## config.mk

```make
export PLATFORM = sky130hd
export DESIGN_NAME = amd_decoder
export DESIGN_NICKNAME = d
export VERILOG_FILES = /design/src/design/amd_pkg.sv /design/src/design/amd_decoder.sv /design/src/design/amd_len_dec.sv
export SDC_FILE = /design/constraint.sdc
export NUM_CORES = 1
export LEC_CHECK = 0
export BUFFER_PORTS_ARGS = -buffer_cell sky130_fd_sc_hd__buf_2
export CORE_UTILIZATION = 43
export DETAILED_ROUTE_END_ITERATION = 12
export PLACE_DENSITY = 0.7
export SYNTH_ARGS = -nofsm -noshare
export SYNTH_HDL_FRONTEND = slang
export SYNTH_SLANG_ARGS = --single-unit
```

## constraint.sdc

```tcl
create_clock -name sys_clk -period 4.8 [get_ports sys_clk]
set_clock_uncertainty 0.2 [all_clocks]
set_input_delay 1.2 -clock sys_clk [delete_from_list [all_inputs] [get_ports sys_clk]]
set_output_delay 1.2 -clock sys_clk [all_outputs]
set_load 0.1 [all_outputs]
```

## src/design/amd_pkg.sv

```systemverilog
// constants and types for the addressing-mode decoder
// assumes: single clock, byte-wide program/data memory bus
package amd_pkg;
	// the seventeen addressing modes
	typedef enum logic [4:0] {
		AMD_INH,
		AMD_IMM,
		AMD_DIR_S,
		AMD_DIR_L,
		AMD_IDX_0,
		AMD_IDX_S,
		AMD_IDX_L,
		AMD_IND_S,
		AMD_IND_L,
		AMD_IIX_S,
		AMD_IIX_L,
		AMD_REL_D,
		AMD_REL_I,
		AMD_BIT_D,
		AMD_BIT_I,
		AMD_BTJ_D,
		AMD_BTJ_I
	} amd_mode_t;
	localparam int AMD_MODE_COUNT = 17;
	localparam logic [15:0] AMD_PC_RESET = 16'h0000;
	localparam logic [15:0] AMD_EA_RESET = 16'h0000;
	localparam logic [1:0] AMD_IMASK_RESET = 2'h3;
	localparam logic [1:0] AMD_IMASK_SET = 2'h3;
	localparam logic [1:0] AMD_IMASK_CLR = 2'h0;
	localparam logic [7:0] AMD_PAGE0_HI = 8'h00;
endpackage : amd_pkg

```

## src/design/amd_decoder.sv

```systemverilog
// addressing-mode sequencer: operand fetch and effective address
// assumes: memory answers a read with mem_rvalid, one byte, in order
//
// What this block does
// - decodes seventeen addressing modes across seven groups
// - inherent instructions are one byte, no operand fetch
// - immediate: opcode then one byte used as the operand value
// - short direct: one address byte, reach 00 to FF
// - long direct: two-byte address word, full 64K reach
// - indexed address is unsigned sum of chosen index and offset
// - indexed without offset: no extra byte, index alone
// - short indexed: byte offset plus index without wrap, up to 1FE
// - long indexed: word offset plus index, full 64K
// - short indirect: byte pointer read from page zero
// - long indirect: word pointer read from page zero address
// - non-indexed short forms reach page zero only; short indexed forms reach up to 1FE
// - long forms use more bytes and cycles
// - read-modify-write instructions accept only short forms
// - mask op sets interrupt level 3, unmask op sets level 0
`timescale 1ns/100ps
module amd_decoder
	import amd_pkg::*;
(
	input wire logic sys_clk,
	input wire logic rst,
	input wire logic start,
	input amd_mode_t mode,
	input wire logic idx_sel_y,
	input wire logic [7:0] idx_x,
	input wire logic [7:0] idx_y,
	input wire logic rmw_op,
	input wire logic mask_interrupts_op,
	input wire logic unmask_interrupts_op,
	input wire logic mem_rvalid,
	input wire logic [7:0] mem_rdata,
	output logic mem_req,
	output logic [15:0] mem_addr,
	output logic [15:0] pc,
	output logic [15:0] eff_addr,
	output logic [7:0] imm_value,
	output logic is_imm,
	output logic done,
	output logic illegal,
	output logic busy,
	output logic [1:0] int_mask
);
	typedef enum logic [2:0] {
		AMD_S_IDLE,
		AMD_S_OPND,
		AMD_S_PTR,
		AMD_S_DONE
	} amd_state_t;

	amd_state_t state_r;
	amd_mode_t mode_r;
	logic [1:0] nbytes;
	logic ptr_fetch;
	logic ptr_word;
	logic indexed;
	logic short_form;
	logic [1:0] left_r;
	logic [1:0] total_r;
	logic [15:0] acc_r;
	logic [7:0] idx_r;
	logic [15:0] pc_r;
	logic [15:0] eff_addr_r;
	logic [7:0] imm_r;
	logic is_imm_r;
	logic done_r;
	logic illegal_r;
	logic req_r;
	logic [15:0] maddr_r;
	logic [1:0] imask_r;
	logic busy_r;

	amd_len_dec u_len
	(
		.mode(state_r == AMD_S_IDLE ? mode : mode_r),
		.addr_bytes(nbytes),
		.ptr_fetch(ptr_fetch),
		.ptr_word(ptr_word),
		.indexed(indexed),
		.short_form(short_form)
	);

	// unsigned index plus base, 16-bit result
	function automatic logic [15:0] idx_add(input logic [15:0] base, input logic [7:0] ix);
		idx_add = base + {8'h00, ix};
	endfunction : idx_add

	always_ff @(posedge sys_clk or posedge rst)
	begin
		if (rst)
		begin
			state_r <= AMD_S_IDLE;
			mode_r <= AMD_INH;
			left_r <= 2'd0;
			total_r <= 2'd0;
			acc_r <= AMD_EA_RESET;
			idx_r <= 8'h00;
			pc_r <= AMD_PC_RESET;
			eff_addr_r <= AMD_EA_RESET;
			imm_r <= 8'h00;
			is_imm_r <= 1'b0;
			done_r <= 1'b0;
			illegal_r <= 1'b0;
			req_r <= 1'b0;
			maddr_r <= AMD_EA_RESET;
			busy_r <= 1'b0;
		end
		else
		begin
			done_r <= 1'b0;
			unique case (state_r)
				AMD_S_IDLE:
				if (start)
				begin
					mode_r <= mode;
					idx_r <= idx_sel_y ? idx_y : idx_x;
					acc_r <= AMD_EA_RESET;
					is_imm_r <= (mode == AMD_IMM);
					// pc points at the opcode; step past it
					pc_r <= pc_r + 16'h0001;
					if (rmw_op && !short_form)
					begin
						illegal_r <= 1'b1;
						done_r <= 1'b1;
						eff_addr_r <= AMD_EA_RESET;
					end
					else if (nbytes == 2'd0)
					begin
						illegal_r <= 1'b0;
						done_r <= 1'b1;
						eff_addr_r <= indexed ? {AMD_PAGE0_HI, (idx_sel_y ? idx_y : idx_x)}
							: AMD_EA_RESET;
					end
					else
					begin
						illegal_r <= 1'b0;
						left_r <= nbytes;
						total_r <= nbytes;
						req_r <= 1'b1;
						maddr_r <= pc_r + 16'h0001;
						state_r <= AMD_S_OPND;
						busy_r <= 1'b1;
					end
				end
				AMD_S_OPND:
				if (mem_rvalid)
				begin
					acc_r <= {acc_r[7:0], mem_rdata};
					pc_r <= pc_r + 16'h0001;
					left_r <= left_r - 2'd1;
					if (left_r == 2'd1)
					begin
						if (ptr_fetch)
						begin
							// pointer lives in page zero
							maddr_r <= {AMD_PAGE0_HI, mem_rdata};
							left_r <= ptr_word ? 2'd2 : 2'd1;
							acc_r <= AMD_EA_RESET;
							state_r <= AMD_S_PTR;
						end
						else
						begin
							req_r <= 1'b0;
							state_r <= AMD_S_DONE;
						end
					end
					else
						maddr_r <= maddr_r + 16'h0001;
				end
				AMD_S_PTR:
				if (mem_rvalid)
				begin
					acc_r <= {acc_r[7:0], mem_rdata};
					left_r <= left_r - 2'd1;
					maddr_r <= maddr_r + 16'h0001;
					if (left_r == 2'd1)
					begin
						req_r <= 1'b0;
						state_r <= AMD_S_DONE;
					end
				end
				AMD_S_DONE:
				begin
					done_r <= 1'b1;
					state_r <= AMD_S_IDLE;
					busy_r <= 1'b0;
					if (is_imm_r)
					begin
						imm_r <= acc_r[7:0];
						eff_addr_r <= AMD_EA_RESET;
					end
					else if (indexed)
						eff_addr_r <= idx_add(acc_r, idx_r);
					else if (short_form)
						eff_addr_r <= {AMD_PAGE0_HI, acc_r[7:0]};
					else
						eff_addr_r <= acc_r;
				end
				default:
				begin
					state_r <= AMD_S_IDLE;
					busy_r <= 1'b0;
				end
			endcase
		end
	end

	// interrupt mask level
	always_ff @(posedge sys_clk or posedge rst)
	begin
		if (rst)
			imask_r <= AMD_IMASK_RESET;
		else if (mask_interrupts_op)
			imask_r <= AMD_IMASK_SET;
		else if (unmask_interrupts_op)
			imask_r <= AMD_IMASK_CLR;
	end

	assign mem_req = req_r;
	assign mem_addr = maddr_r;
	assign pc = pc_r;
	assign eff_addr = eff_addr_r;
	assign imm_value = imm_r;
	assign is_imm = is_imm_r;
	assign done = done_r;
	assign illegal = illegal_r;
	assign busy = busy_r;
	assign int_mask = imask_r;
endmodule : amd_decoder

```

## src/design/amd_len_dec.sv

```systemverilog
// operand byte count and attributes for one addressing mode
// assumes: mode comes from the same clock domain, purely combinational
`timescale 1ns/100ps
module amd_len_dec
	import amd_pkg::*;
(
	input amd_mode_t mode,
	output logic [1:0] addr_bytes,
	output logic ptr_fetch,
	output logic ptr_word,
	output logic indexed,
	output logic short_form
);
	always_comb
	begin
		addr_bytes = 2'd0;
		ptr_fetch = 1'b0;
		ptr_word = 1'b0;
		indexed = 1'b0;
		short_form = 1'b1;
		unique case (mode)
			AMD_INH: addr_bytes = 2'd0;
			AMD_IMM: addr_bytes = 2'd1;
			AMD_DIR_S: addr_bytes = 2'd1;
			AMD_DIR_L:
			begin
				addr_bytes = 2'd2;
				short_form = 1'b0;
			end
			AMD_IDX_0: indexed = 1'b1;
			AMD_IDX_S:
			begin
				addr_bytes = 2'd1;
				indexed = 1'b1;
			end
			AMD_IDX_L:
			begin
				addr_bytes = 2'd2;
				indexed = 1'b1;
				short_form = 1'b0;
			end
			AMD_IND_S:
			begin
				addr_bytes = 2'd1;
				ptr_fetch = 1'b1;
			end
			AMD_IND_L:
			begin
				addr_bytes = 2'd1;
				ptr_fetch = 1'b1;
				ptr_word = 1'b1;
				short_form = 1'b0;
			end
			AMD_IIX_S:
			begin
				addr_bytes = 2'd1;
				ptr_fetch = 1'b1;
				indexed = 1'b1;
			end
			AMD_IIX_L:
			begin
				addr_bytes = 2'd1;
				ptr_fetch = 1'b1;
				ptr_word = 1'b1;
				indexed = 1'b1;
				short_form = 1'b0;
			end
			AMD_REL_D: addr_bytes = 2'd1;
			AMD_REL_I:
			begin
				addr_bytes = 2'd1;
				ptr_fetch = 1'b1;
			end
			AMD_BIT_D: addr_bytes = 2'd1;
			AMD_BIT_I:
			begin
				addr_bytes = 2'd1;
				ptr_fetch = 1'b1;
			end
			AMD_BTJ_D: addr_bytes = 2'd1;
			AMD_BTJ_I:
			begin
				addr_bytes = 2'd1;
				ptr_fetch = 1'b1;
			end
			default: addr_bytes = 2'd0;
		endcase
	end
endmodule : amd_len_dec

```

==> summary.md <==
| Metric | Value |
|---|---|
| Yosys cell types | `66` |
| Synth top cells by count | `dfrtp_1 (94), nand2_1 (47), nor2_1 (45), o21ai_0 (36)` |
| Internal power | `roughly 2.4 mW` |
| Mapped Nets | `631` |
| Sw Share | `0.542` |
| Post-CTS sizing | `0` |
| N_diodes | `0` |
| Setup Viol. Count Final | `0` |
| Storage cell area | `~2400 um^2` |
| H-tree Lvls | `3` |
| Worst min path class | `flip-flop to flip-flop` |
| VDD IR-drop max | `0.640 mV` |
| R2R setup slack | `approximately 920 ps` |
| CTS tree | `built` |
| Crit Path Class | `flip-flop to flip-flop` |
| Leak | `2.96 nW` |
| IO Port Bufs | `99` |
| Number of CTS-inserted buffers | `9` |
| Pwr Density | `793 nW/um^2` |
| CP Data Arrival Time | `roughly 3900 ps` |
| Clock Tree Buf Depth | `2` |
| Mapped cell area | `5560 um^2` |
| Register area share after synthesis | `0.428` |
| Post-DP HPWL | `10300 um` |
| Antenna-violating nets left | `0` |
| Worst Tran Pin Value | `1000 ps` |
| DRC | `0` |
| Drt wl/cell | `16.8 um` |
| Number of flops mapped to enable cells by yosys | `0` |
| Tcrit/Tclk final | `0.808` |
| Primary FF master, synth | `dfrtp_1` |
| Final #Nets | `713` |
| Startpoint type of the worst setup path | `flip-flop` |
| RSZ-0062 raised after global routing | `no` |
| Fmax | `258 MHz` |
| Final Hold Viols | `0` |
| Vias in the first global route | `approximately 4600` |
| Vias/cell | `between 5 and 6` |
| GR Overflow Total | `0` |
| Mapped Avg Cell Area | `approximately 9.6 um^2` |
| Antenna violations before repair | `0` |
| Die height | `between 100 and 150 um` |
| Tmin final | `3880 ps` |
| Synth top area share | `0.423` |
| Warnings from Yosys | `0` |
| Async SR Flop Fraction | `1.00` |
| Comb pwr share | `0.608` |
| Global-route wire length before repair | `roughly 23000 um` |
| Most common cell in the netlist | `dfrtp_1` |
| Multi-input logic area | `roughly 3000 um^2` |
| CP max FO | `32` |
| Synth Instances | `578` |
| Pins Over Slew Limit | `0` |
| Die area | `13400 um^2` |
| Std-Cell Core Area | `12600 um^2` |
| FF-to-FF path depth | `9` |
| # rows | `between 40 and 50` |
| Seq pwr share | `0.248` |
| Synthesis-to-layout area growth | `16.5%` |
| Biggest area consumer among synthesized cells | `dfrtp_1` |
| # IOs | `100` |
| Filler cell count | `approximately 1200` |
| CTS Hold Bufs | `0` |
| Post-CTS Setup Bufs | `0` |
| Die Wd | `between 100 and 150 um` |
| Largest net degree at the start of global routing | `61` |
| Slew headroom | `0.329` |
| # clock sinks | `95` |
| DR vias | `around 4800` |
| CP Capture Type | `flip-flop` |
| Status | `completed` |
| Register bit total from synthesis | `95` |
| DRT iter0 DRCs | `about 270` |
| Top post-synthesis cells by area | `dfrtp_1 (42%), xnor2_1 (3.5%), ha_1 (3.4%)` |
| Setup TNS | `0 ps` |
| Reported max-cap violation count | `0` |
| Total wire length | `around 14000 um` |
| NetSw | `2.79 mW` |
| Clock transition at path regs | `~70 ps` |
| Root Driver | `clkbuf_16` |
| Later-pin clock latency in the skew report | `around 360 ps` |
| Tot GR Track Use | `0.222` |
| Initial Util | `0.441` |
| Pre-Repair DR Iteration Count | `5` |
| Final Wtd Congestion | `0.895` |
| Fraction of layout cells with a size suffix above 1 | `0.230` |
| Hold Path Stages | `1` |
| Clock power frac | `0.145` |
| Post-layout util | `0.514` |
| Required @ worst endpoint | `roughly 4800 ps` |
worst paths after layout:
kind                                          from                       to
setup / recovery            state_r[0]$_DFFE_PP0P_  mem_addr[9]$_DFFE_PP0P_
setup reg to reg            state_r[0]$_DFFE_PP0P_  mem_addr[9]$_DFFE_PP0P_
max in group asynchronous                      rst   state_r[0]$_DFFE_PP0P_
hold reg to reg            eff_addr[7]$_DFFE_PP0P_  eff_addr[7]$_DFFE_PP0P_
hold / removal             eff_addr[7]$_DFFE_PP0P_  eff_addr[7]$_DFFE_PP0P_
min in group asynchronous                      rst  eff_addr[0]$_DFFE_PP0P_
sequential cells by signal, summed over array words and instances, names as in the netlist:
register and count:
acc_r 16, eff_addr 16, mem_addr 16, pc 16
idx_r 8, imm_value 8, mode_r 5, left_r 2
state_r 2, busy 1, done 1, illegal 1
int_mask 1, is_imm 1, mem_req 1
cell type report:
class,count,area share
Multi-Input combinational cell,442,0.464
Sequential cell,95,0.367
Timing Repair Buffer,103,0.0830
Clock buffer,10,0.0369
Tap cell,172,0.0332
Clock inverter,6,0.0106
Inverter,9,0.00541
cells in the final DEF, fill, tap and decap left out, drive strengths merged, types with 10 or more instances in the layout:
cell type and instances:
a21oi 22, a22o 16, a31oi 17, buf 103, clkbuf 10, dfrtp 94
ha 15, mux2 20, mux2i 18, nand2 47, nand3 19, nand4 10
nor2 45, nor3 11, o21ai 52, xnor2 22, xor2 16
cell families (layout without fill, tap and decap cells):
kind of cell / after synthesis / count (layout) / synth area share
AO/OA/AOI/OAI: 168 / 168 / 0.204
XOR/XNOR: 38 / 38 / 0.0598
adder cells (fa/ha/maj): 16 / 16 / 0.0373
buffers and inverters: 41 / 128 / 0.0322
flip-flops: 95 / 95 / 0.428
multiplexers: 38 / 38 / 0.0756
AND/OR/NAND/NOR: 182 / 182 / 0.164
routing by layer:
metal / part of all wire / global-route usage / wire, um / vias up
met5: 0 / 0 / 0 / -
met4: 0.018 / 0.0692 / 254 / 0
met3: 0.062 / 0.0622 / 866 / 29
met2: 0.48 / 0.375 / 6740 / 170
met1: 0.44 / 0.277 / 6170 / 2319
li1: - / - / - / 2288
stage by stage:
step	instances	total power, mW	hold slack, ps	area [um^2]	setup slack (ps)
after floorplan	578	3.82	254	5560	925
after global placement	821	4.31	270	6170	861
after detailed placement	821	4.39	278	6170	747
after CTS	837	5.15	293	6480	948
after global routing	837	5.47	308	6480	622
final	837	5.14	288	6480	920
critical path, stage by stage (launching register included):
cell	delay, ps
dfrtp_1	410
inv_1	90
ha_1	570
mux2_4	390
or3_4	410
a211oi_4	310
o21ai_2	140
a221o_1	730
o31ai_1	360
o31ai_1	110
power groups by stage:
stage / clock network (mW) / logic (mW) / registers (mW)
global route: 0.788 / 3.37 / 1.31
global placement: 0 / 3.04 / 1.27
floorplan: 0 / 1.64 / 2.18
detailed placement: 0 / 3.11 / 1.29
finish: 0.745 / 3.12 / 1.27
CTS: 0.761 / 3.11 / 1.27
No activity file was read; power rests on OpenSTA's default activity.
